===== config.mk =====
export PLATFORM = sky130hd
export DESIGN_NAME = plcc_regs
export DESIGN_NICKNAME = d
export VERILOG_FILES = /design/src/logic/plcc_pkg.sv /design/src/logic/plcc_regs.sv
export SDC_FILE = /design/constraint.sdc
export NUM_CORES = 1
export LEC_CHECK = 0
export BUFFER_PORTS_ARGS = -buffer_cell sky130_fd_sc_hd__buf_2
export CORE_ASPECT_RATIO = 0.7
export CORE_UTILIZATION = 43
export CTS_CLUSTER_SIZE = 25
export DETAILED_ROUTE_END_ITERATION = 8
export GPL_ROUTABILITY_DRIVEN = 0
export HOLD_SLACK_MARGIN = 0.06
export PLACE_DENSITY = 0.75
export SLEW_MARGIN = 15
export SYNTH_ARGS = -nofsm -noshare
export SYNTH_HDL_FRONTEND = slang
export SYNTH_SLANG_ARGS = --single-unit

===== constraint.sdc =====
create_clock -name ref_clk -period 1.41 [get_ports ref_clk]
set_input_delay 0.282 -clock ref_clk [delete_from_list [all_inputs] [get_ports ref_clk]]
set_output_delay 0.282 -clock ref_clk [all_outputs]
set_load 0.02 [all_outputs]

===== src/logic/plcc_pkg.sv =====
package plcc_pkg;
    // Register byte offsets
    localparam logic [7:0] LINK_CAP_OFS = 8'h74;
    localparam logic [7:0] LINK_CTRL_OFS = 8'h78;
    // Capability fields and values
    localparam int CAP_SPEED_LSB = 0;
    localparam int CAP_WIDTH_LSB = 4;
    localparam int CAP_ASPM_LSB = 10;
    localparam int CAP_L0S_LAT_LSB = 12;
    localparam int CAP_L1_LAT_LSB = 15;
    localparam int CAP_PORT_LSB = 24;
    localparam logic [3:0] SPEED_2G5 = 4'h1;
    localparam logic [5:0] WIDTH_X4 = 6'h04;
    localparam logic [1:0] ASPM_BOTH = 2'h3;
    localparam logic [2:0] L0S_LAT_1US_2US = 3'h5;
    localparam logic [2:0] L1_LAT_16US_32US = 3'h5;
    localparam logic [7:0] PORT_NUM = 8'h00;
    // Control fields
    localparam int CTL_ASPM_LSB = 0;
    localparam int CTL_RCB_BIT = 3;
    localparam int CTL_DIS_BIT = 4;
    localparam int CTL_RETRAIN_BIT = 5;
    localparam int CTL_CCLK_BIT = 6;
    localparam int CTL_XSYNC_BIT = 7;
    localparam logic [1:0] ASPM_CTL_RST = 2'h0;
    localparam logic [1:0] ASPM_L0S = 2'h1;
    localparam logic [1:0] ASPM_L1 = 2'h2;
    // Extended sync ordered-set counts
    localparam int FTS_XSYNC = 4096;
    localparam int TS1_XSYNC = 1024;
    localparam logic [12:0] FTS_CNT_LAST = 13'(FTS_XSYNC - 1);
    localparam logic [12:0] TS1_CNT_LAST = 13'(TS1_XSYNC - 1);
    localparam logic [12:0] CNT_ZERO = 13'h0000;
    // Sequencer states
    typedef enum logic [4:0] {
        SEQ_IDLE = 5'b00001,
        SEQ_FTS = 5'b00010,
        SEQ_SKIP = 5'b00100,
        SEQ_TS1 = 5'b01000,
        SEQ_DONE = 5'b10000
    } plcc_seq_t;
endpackage


===== src/logic/plcc_regs.sv =====
// Overview of operation
// - Max speed field reads 2.5 Gbps code
// - Max width reads x4, not loadable
// - ASPM support field, default both
// - L0s exit latency code 101b
// - L1 exit latency 101b, loadable
// - Port number reads zero
// - ASPM control RW, default 00b
// - Completion boundary bit: 64 or 128
// - Reverse mode link disable bit RW
// - Reverse mode retrain pulses, reads zero
// - Forward mode disable/retrain read zero
// - Common clock bit RW, default 0
// - Extended sync sends 4096 FTS
// - Then exactly one SKIP set
// - Extended sync sends 1024 TS1 in Recovery
// - Receiver L0s entry always allowed
//
// The implementer's own choice: the Wishbone register port.
`timescale 1ns/1ns
`default_nettype none
module plcc_regs (
    // Clock and reset
    input wire logic ref_clk,
    input wire logic rst,
    // Wishbone slave
    input wire logic wb_cyc_i,
    input wire logic wb_stb_i,
    input wire logic wb_we_i,
    input wire logic [7:0] wb_adr_i,
    input wire logic [3:0] wb_sel_i,
    input wire logic [31:0] wb_dat_i,
    output logic [31:0] wb_dat_o,
    output logic wb_ack_o,
    // Strap and EEPROM default loading
    input wire logic reverse_mode,
    input wire logic ee_load,
    input wire logic [1:0] ee_aspm_sup,
    input wire logic [2:0] ee_l1_lat,
    input wire logic [7:0] ee_ctrl,
    // Link training and power management
    output logic [1:0] aspm_en,
    output logic rx_l0s_allow,
    output logic rcb_128,
    output logic link_disable,
    output logic retrain_pulse,
    output logic common_clk,
    // Ordered-set requests for L0s exit and Recovery
    input wire logic l0s_exit_req,
    input wire logic recovery_req,
    input wire logic os_ready,
    output logic fts_tx,
    output logic skip_tx,
    output logic ts1_tx,
    output logic os_busy
);
    // Strap and EEPROM inputs come from pins: two flops first
    logic [14:0] pin_s1_q, pin_s2_q;
    logic rev_q, ld_q;
    logic [1:0] aspm_sup_q;
    logic [2:0] l1_lat_q;
    logic [7:0] ctl_q;
    logic [7:0] ctl_d;
    logic ack_q;
    logic [31:0] rdat_q;
    logic retrain_q;
    plcc_pkg::plcc_seq_t st_q, st_d;
    logic [12:0] cnt_q, cnt_d;
    logic fts_q, skip_q, ts1_q, busy_q;

    always_ff @(posedge ref_clk) begin
        pin_s1_q <= {reverse_mode, ee_load, ee_aspm_sup, ee_l1_lat, ee_ctrl};
        pin_s2_q <= pin_s1_q;
    end
    wire logic s_rev = pin_s2_q[14];
    wire logic s_load = pin_s2_q[13];
    wire logic [1:0] s_aspm = pin_s2_q[12:11];
    wire logic [2:0] s_l1 = pin_s2_q[10:8];
    wire logic [7:0] s_ctl = pin_s2_q[7:0];

    // Bus decode
    wire logic req = wb_cyc_i & wb_stb_i & ~ack_q;
    wire logic hit_cap = (wb_adr_i == plcc_pkg::LINK_CAP_OFS);
    wire logic hit_ctl = (wb_adr_i == plcc_pkg::LINK_CTRL_OFS);
    wire logic wr_ctl = req & wb_we_i & hit_ctl & wb_sel_i[0];

    wire logic [31:0] cap_word = {plcc_pkg::PORT_NUM, 6'h00, l1_lat_q,
        plcc_pkg::L0S_LAT_1US_2US, aspm_sup_q, plcc_pkg::WIDTH_X4, plcc_pkg::SPEED_2G5};
    // Retrain always reads zero; status half of the word is outside this block
    wire logic [31:0] ctl_word = {24'h00_0000, ctl_q[7:6], 1'b0, ctl_q[4:3], 1'b0, ctl_q[1:0]};
    wire logic [31:0] rd_mux = hit_cap ? cap_word : (hit_ctl ? ctl_word : 32'h0000_0000);

    // Writes only touch lane 0; reserved bits 2 and 15:8 are dropped
    always_comb begin
        ctl_d = ctl_q;
        if (wr_ctl) begin
            ctl_d[1:0] = wb_dat_i[1:0];
            ctl_d[3] = wb_dat_i[plcc_pkg::CTL_RCB_BIT];
            ctl_d[4] = rev_q & wb_dat_i[plcc_pkg::CTL_DIS_BIT];
            ctl_d[6] = wb_dat_i[plcc_pkg::CTL_CCLK_BIT];
            ctl_d[7] = wb_dat_i[plcc_pkg::CTL_XSYNC_BIT];
        end
        if (!rev_q) begin
            ctl_d[4] = 1'b0;
        end
        ctl_d[2] = 1'b0;
        ctl_d[5] = 1'b0;
    end

    always_ff @(posedge ref_clk) begin
        if (rst) begin
            ack_q <= 1'b0;
            rdat_q <= 32'h0000_0000;
            retrain_q <= 1'b0;
        end else begin
            ack_q <= req;
            rdat_q <= req ? rd_mux : 32'h0000_0000;
            retrain_q <= wr_ctl & rev_q & wb_dat_i[plcc_pkg::CTL_RETRAIN_BIT];
        end
    end

    // Defaults; EEPROM load overrides loadable fields only
    always_ff @(posedge ref_clk) begin
        if (rst) begin
            rev_q <= 1'b0;
            ld_q <= 1'b0;
            aspm_sup_q <= plcc_pkg::ASPM_BOTH;
            l1_lat_q <= plcc_pkg::L1_LAT_16US_32US;
            ctl_q <= 8'h00;
        end else begin
            rev_q <= s_rev;
            ld_q <= s_load;
            if (s_load & ~ld_q) begin
                aspm_sup_q <= s_aspm;
                l1_lat_q <= s_l1;
                ctl_q <= {s_ctl[7:6], 1'b0, s_rev & s_ctl[4], s_ctl[3], 1'b0, s_ctl[1:0]};
            end else begin
                ctl_q <= ctl_d;
            end
        end
    end

    // Ordered-set sequencer; one set per os_ready handshake
    wire logic xsync = ctl_q[plcc_pkg::CTL_XSYNC_BIT];
    wire logic cnt_end_fts = (cnt_q == plcc_pkg::FTS_CNT_LAST);
    wire logic cnt_end_ts1 = (cnt_q == plcc_pkg::TS1_CNT_LAST);
    always_comb begin
        st_d = st_q;
        cnt_d = cnt_q;
        case (st_q)
            plcc_pkg::SEQ_IDLE: begin
                cnt_d = plcc_pkg::CNT_ZERO;
                if (xsync & recovery_req) begin
                    st_d = plcc_pkg::SEQ_TS1;
                end else if (xsync & l0s_exit_req) begin
                    st_d = plcc_pkg::SEQ_FTS;
                end
            end
            plcc_pkg::SEQ_FTS: begin
                if (os_ready) begin
                    cnt_d = cnt_q + 13'h0001;
                    if (cnt_end_fts) begin
                        st_d = plcc_pkg::SEQ_SKIP;
                    end
                end
            end
            plcc_pkg::SEQ_SKIP: begin
                if (os_ready) begin
                    st_d = plcc_pkg::SEQ_DONE;
                end
            end
            plcc_pkg::SEQ_TS1: begin
                if (os_ready) begin
                    cnt_d = cnt_q + 13'h0001;
                    if (cnt_end_ts1) begin
                        st_d = plcc_pkg::SEQ_DONE;
                    end
                end
            end
            plcc_pkg::SEQ_DONE: begin
                st_d = plcc_pkg::SEQ_IDLE;
            end
            default: begin
                st_d = plcc_pkg::SEQ_IDLE;
            end
        endcase
    end

    always_ff @(posedge ref_clk) begin
        if (rst) begin
            st_q <= plcc_pkg::SEQ_IDLE;
            cnt_q <= 13'h0000;
            fts_q <= 1'b0;
            skip_q <= 1'b0;
            ts1_q <= 1'b0;
            busy_q <= 1'b0;
        end else begin
            st_q <= st_d;
            cnt_q <= cnt_d;
            fts_q <= (st_d == plcc_pkg::SEQ_FTS);
            skip_q <= (st_d == plcc_pkg::SEQ_SKIP);
            ts1_q <= (st_d == plcc_pkg::SEQ_TS1);
            busy_q <= (st_d != plcc_pkg::SEQ_IDLE);
        end
    end

    // Outputs straight from flops, except rx_l0s_allow tied high
    assign wb_ack_o = ack_q;
    assign wb_dat_o = rdat_q;
    assign aspm_en = ctl_q[1:0];
    // Receiver may always enter L0s, whatever the control field says
    assign rx_l0s_allow = 1'b1;
    assign rcb_128 = ctl_q[plcc_pkg::CTL_RCB_BIT];
    assign link_disable = ctl_q[plcc_pkg::CTL_DIS_BIT];
    assign retrain_pulse = retrain_q;
    assign common_clk = ctl_q[plcc_pkg::CTL_CCLK_BIT];
    assign fts_tx = fts_q;
    assign skip_tx = skip_q;
    assign ts1_tx = ts1_q;
    assign os_busy = busy_q;
endmodule
`default_nettype wire


== Word level (Yosys, flattened, before mapping) ==
Index checks and enable logic that the tools add are counted.
Word-level totals
  register bits: 99
  bits in latches: 0
  memory bits (writable): 0
  ROM bits: 0
  input port bits: 67
  output and inout bits: 44
  logic and storage cells: 74
  memories: 0
Cells by class
  add/subtract/negate cells: 1
  multipliers: 0
  divide/modulo/power cells: 0
  order comparisons: 0
  eq/ne operators: 14
  shift-type cells: 0
  muxes and demuxes: 17
  bitwise gates (word level): 16
  reduce and logical (&&, ||, !) cells: 7
Operator list (count)
  2-to-1 mux 5 bit: 7
  one-hot mux 13 bit (2 select lines): 1
  one-hot mux 5 bit (4 select lines): 1
  2-to-1 mux 18 bit: 1
  == test 8 x 7 -> 1 bit, second input constant: 2
  2-to-1 mux 8 bit: 2
  adder 13 x 1 -> 13 bit, second input constant: 1
  == test 13 x 10 -> 1 bit, second input constant: 1
  == test 13 x 12 -> 1 bit, second input constant: 1
  2-to-1 mux 13 bit: 1
  AND 1 bit: 12
  == test 5 x 2 -> 1 bit, second input constant: 2
  == test 5 x 3 -> 1 bit, second input constant: 2
  == test 5 x 4 -> 1 bit, second input constant: 2
  2-to-1 mux 2 bit: 3
  == test 5 x 1 -> 1 bit, second input constant: 1
  inequality test 5 x 1 -> 1 bit, second input constant: 1
  inverter 1 bit: 4
  nonzero test 2 bit: 2
  OR reduction 2 bit: 2
  OR reduction 4 bit: 1
  inequality test 3 x 1 -> 1 bit, second input constant: 1
  OR reduction 3 bit: 1
  inequality test 2 x 1 -> 1 bit, second input constant: 1
  other kinds (2): 2

== Logic depth before layout (Yosys ltp) ==
  depth after elaboration: 8
  depth in mapped cells: 7
  gate-level depth less buffers: 6

== Least setup slack after synthesis ==
Ideal clock, no wire load.
  path type: register to register
  from: register cnt_q[0]
  to: register fts_q, in the netlist fts_tx
  arrival: 1.393 ns
  data required time: 1.278 ns
  setup slack: -0.115 ns
  stages on the path, launching flop included: 7
  buffers on the path: 0
  period minus slack after synthesis: 1.525 ns
  path through: dfxtp_1 ha_1 nand2_1 nor4_2 a41oi_1 a2111oi_2 nor3_1
Between the ends
  longest elaborated chain between the ends: 5
  elaborated cells on any way between the ends: 8
Ends and longest elaborated chain
  start, declared: RTL line plcc_regs.sv:68  | logic [12:0] cnt_q, cnt_d;
  start signal, assigned: RTL line plcc_regs.sv:199  | cnt_q <= cnt_d;
  == test 13 x 10 -> 1 bit / == test 13 x 12 -> 1 bit (equally long branches): RTL line plcc_regs.sv:146, plcc_regs.sv:145
  2-to-1 mux 5 bit (on tied branches): RTL line plcc_regs.sv:175, plcc_regs.sv:162
  2-to-1 mux 5 bit (on tied branches): RTL line plcc_regs.sv:173, plcc_regs.sv:160
  one-hot mux 5 bit (4 select lines) *: RTL line plcc_regs.sv:150  | case (st_q)
  == test 5 x 2 -> 1 bit *: RTL line plcc_regs.sv:200  | fts_q <= (st_d == plcc_pkg::SEQ_FTS);
  end signal, assigned: RTL line plcc_regs.sv:200
  end, declared: RTL line plcc_regs.sv:69  | logic fts_q, skip_q, ts1_q, busy_q;
Every way passes the cells marked *; elsewhere a longest branch is shown, timed or not.
A chain may end at the register's enable or synchronous reset.

== Worst setup path in the final report ==
  from: register st_q[1]
  to: register st_q[1]
Between the ends
  longest elaborated chain between the ends: 3
  elaborated cells on any way between the ends: 12
Ends and longest elaborated chain
  start, declared: RTL line plcc_regs.sv:67  | plcc_pkg::plcc_seq_t st_q, st_d;
  start signal, assigned: RTL line plcc_regs.sv:191  | st_q <= plcc_pkg::SEQ_IDLE;
  start signal, assigned: RTL line plcc_regs.sv:198  | st_q <= st_d;
  2-to-1 mux 5 bit (on tied branches): RTL line plcc_regs.sv:175, plcc_regs.sv:155, plcc_regs.sv:162
  2-to-1 mux 5 bit (on tied branches): RTL line plcc_regs.sv:173, plcc_regs.sv:153, plcc_regs.sv:160
  one-hot mux 5 bit (4 select lines) *: RTL line plcc_regs.sv:150
Marks and branches as above.

==> metrics <==
Post-synth EDFFs=0; Synth area leader=sky130_fd_sc_hd__dfxtp_1; Min-Delay Path Class=input port to flop; vias in the first global route=2141; antenna violations before repair=0; Die Footprint=6770 um2; dominant cell by count in the synthesized netlist=sky130_fd_sc_hd__dfxtp_1; Final Instance Count excl. Fillers=472; ANT nets after route=0; placed cell count=431; cell types occupying the most area after synthesis=sky130_fd_sc_hd__dfxtp_1 (54%), sky130_fd_sc_hd__buf_4 (6.5%), sky130_fd_sc_hd__nor2_1 (4.6%); crit-path cells=buf_4 -> nor2_1 -> and3_1 -> a21boi_2 -> a2111oi_4 -> nor3_1; unrepaired setup endpoints after global routing=yes; Crit Path Category=flop to flop; max-slew violation count=0; detailed router's first-iteration violation count=99; depth of the CTS H-tree=3; number of buffer cells added on primary ports=60; mean post-synth cell area=10.2 um2; Crit. End Element=flop; violations in the final reports=design-rule violations, negative setup slack; HPWL Detailed=4020 um; count of TritonRoute iterations in the first routing pass=6; leak pwr=1.82 nW; worst slack, placed=-0.298 ns; distinct cell type count of the synthesized netlist=52; total via count after detailed routing=2263; cell chosen for the clock root=sky130_fd_sc_hd__clkbuf_8; area fraction of the dominant cell type after synthesis=54.2%; CP Launch Type=flop; Total Routed Length=6260 um; count of synthesis-stage warnings from yosys=0; Clock Latency Late Sink=0.35 ns; flops & latches, synth=75; total setup violations reported at the end of the flow=18; Commonest cells post-synth=sky130_fd_sc_hd__dfxtp_1 (75), sky130_fd_sc_hd__nor2_1 (34), sky130_fd_sc_hd__buf_4 (24); crit-path max cell delay=0.39 ns; Min Clock Period, post-route=1.54 ns; Setup TNS=-1.22 ns; detailed-route vias per instance=4.79; power density over the cells=1130 nW/um2; Row Count=24; initial cell density of the core=44.5%; Syn Inst Count=271; Die Y=69.1 um; asr flop ratio synth=0%; Worst IR Drop VDD=0.748 mV; timing-limited maximum frequency=0.649 GHz; global-route congestion overflow total=0; signed area change from the synthesized netlist to the final layout=43.6%; final setup margin=-0.130 ns; post-route clock skew=0.00562 ns; antenna fix cells=0; data required time of the critical path=1.63 ns; result of the run=complete, but fails checks; register area share after synthesis=54.2%; final cycle utilization of the critical path=109%; dominant synthesized flop cell=sky130_fd_sc_hd__dfxtp_1; clock tree from TritonCTS=built; drc violations=5; Max stage delay cell, worst path=sky130_fd_sc_hd__dfxtp_4; number of buffers between clock root and the deepest sink=2; CTS Buf Count=9; area of the core=6220 um2; clock transition at the register clock pins on the worst setup and hold paths after CTS=0.08 ns; overall track demand over capacity in global routing=19.4%; power after layout=0.00450 W; final number of hold-violating endpoints=0; maximum number of pins on one net before global-route repair=25; fraction of layout instances using a drive strength above 1=43.7%; crit-path max FO=4; Cell Area, Synth=2770 um2; detail-routed net length per standard cell=13.3 um; net total in the final layout=457; global-route wire length before repair=9980 um; Die Span X=97.9 um; Maximum Capacitance Violations=0; clk sink count=75; data arrival at the endpoint of the critical path=1.76 ns; I/O pins=111
-- cell usage in the layout (no fill, tap or decap), types with 5 or more instances in the layout --
cell / instances
sky130_fd_sc_hd__buf_2: 60
sky130_fd_sc_hd__nand2_1: 9
sky130_fd_sc_hd__and2_1: 9
sky130_fd_sc_hd__conb_1: 20
sky130_fd_sc_hd__nor2_2: 5
sky130_fd_sc_hd__buf_6: 6
sky130_fd_sc_hd__nor2b_1: 8
sky130_fd_sc_hd__mux2_2: 5
sky130_fd_sc_hd__mux2i_1: 6
sky130_fd_sc_hd__dlygate4sd3_1: 13
sky130_fd_sc_hd__clkbuf_8: 10
sky130_fd_sc_hd__o21ai_0: 5
sky130_fd_sc_hd__xor2_1: 7
sky130_fd_sc_hd__buf_4: 41
sky130_fd_sc_hd__nor2_1: 28
sky130_fd_sc_hd__dfxtp_2: 7
sky130_fd_sc_hd__dfxtp_1: 65
sky130_fd_sc_hd__inv_1: 7
-- cell families (layout without fill, tap and decap cells) --
| group | after synthesis | after routing | synth area share (%) |
|---|---|---|---|
| fa+ha+maj | 1 | 1 | 0.452 |
| mux | 13 | 13 | 5.02 |
| other cells | 2 | 20 | 0.271 |
| xor+xnor | 9 | 9 | 2.85 |
| simple gates | 97 | 97 | 19.1 |
| compound gates | 35 | 35 | 9.49 |
| flops | 75 | 75 | 54.2 |
| buf+inv | 39 | 144 | 8.63 |
-- critical path, delay by kind of cell (launching register included) --
kind	cells	cell delay [ns]
simple gates	3	0.36
buf+inv	1	0.13
flops	1	0.39
compound gates	2	0.54
-- through the flow --
stage / hold slack (ns) / util, % / area [um2]
3_5_place_dp: 0.315 / 53.9 / 3350
4_1_cts: 0.176 / 62.6 / 3890
2_1_floorplan: 0.310 / - / 2890
6_report: 0.174 / 64.0 / 3980
5_1_grt: 0.165 / 64.0 / 3980
3_3_place_gp: 0.310 / 53.9 / 3350
-- metal layers --
metal  up-vias  part of all wire, %  track usage (%)
met4         0                  2.7             9.93
met1      1054                   44             23.0
met5         -                    0                0
met3        14                  5.8             6.80
met2        75                   48             31.1
li1       1120                    -                -
-- timing repair --
| item | in CTS | in global routing |
|---|---|---|
| hold buffers | 13 | 0 |
| buffers inserted | 9 | 3 |
| resized for setup | 26 | 18 |
| setup endpoints to repair | 20 | 41 |
| pin swaps | 19 | 6 |
| gates cloned | 0 | 0 |
| endpoints found under the hold margin | 13 | 0 |
-- registers in the layout, summed over array words and instances (netlist names), 2 cells and up --
signal,flops
aspm_sup_q,2
cnt_q,13
ctl_q,6
l1_lat_q,3
pin_s1_q,13
pin_s2_q,13
st_q,5
wb_dat_o,12
-- final cells by class --
class                   count  area (um2)
clock inverters             6        95.1
fillers                   479        2240
multi-input cells         175        1270
flip-flops and latches     75        1520
clock buffers              10         138
inverters                   7        26.3
repair buffers            121         826
well taps                  78        97.6
-- where the power goes --
part           leakage, nW  internal, W  switching, W
combinational         1.08     0.000191      0.000212
sequential           0.622      0.00219     0.0000359
clock                0.117      0.00106      0.000817
total                 1.82      0.00344       0.00106
-- worst paths after layout --
kind | slack (ns) | cells past startpoint | start | to
worst max-delay path | -0.13 | 6 | st_q[1]$_SDFF_PP0_ | st_q[1]$_SDFF_PP0_
worst min-delay path | 0.17 | 2 | rst | wb_ack_o$_SDFF_PP0_
worst max register to register | -0.13 | 6 | st_q[1]$_SDFF_PP0_ | st_q[1]$_SDFF_PP0_
worst min register to register | 0.33 | 0 | pin_s1_q[1]$_DFF_P_ | pin_s2_q[1]$_DFF_P_
No activity file was read; power rests on OpenSTA's default activity.
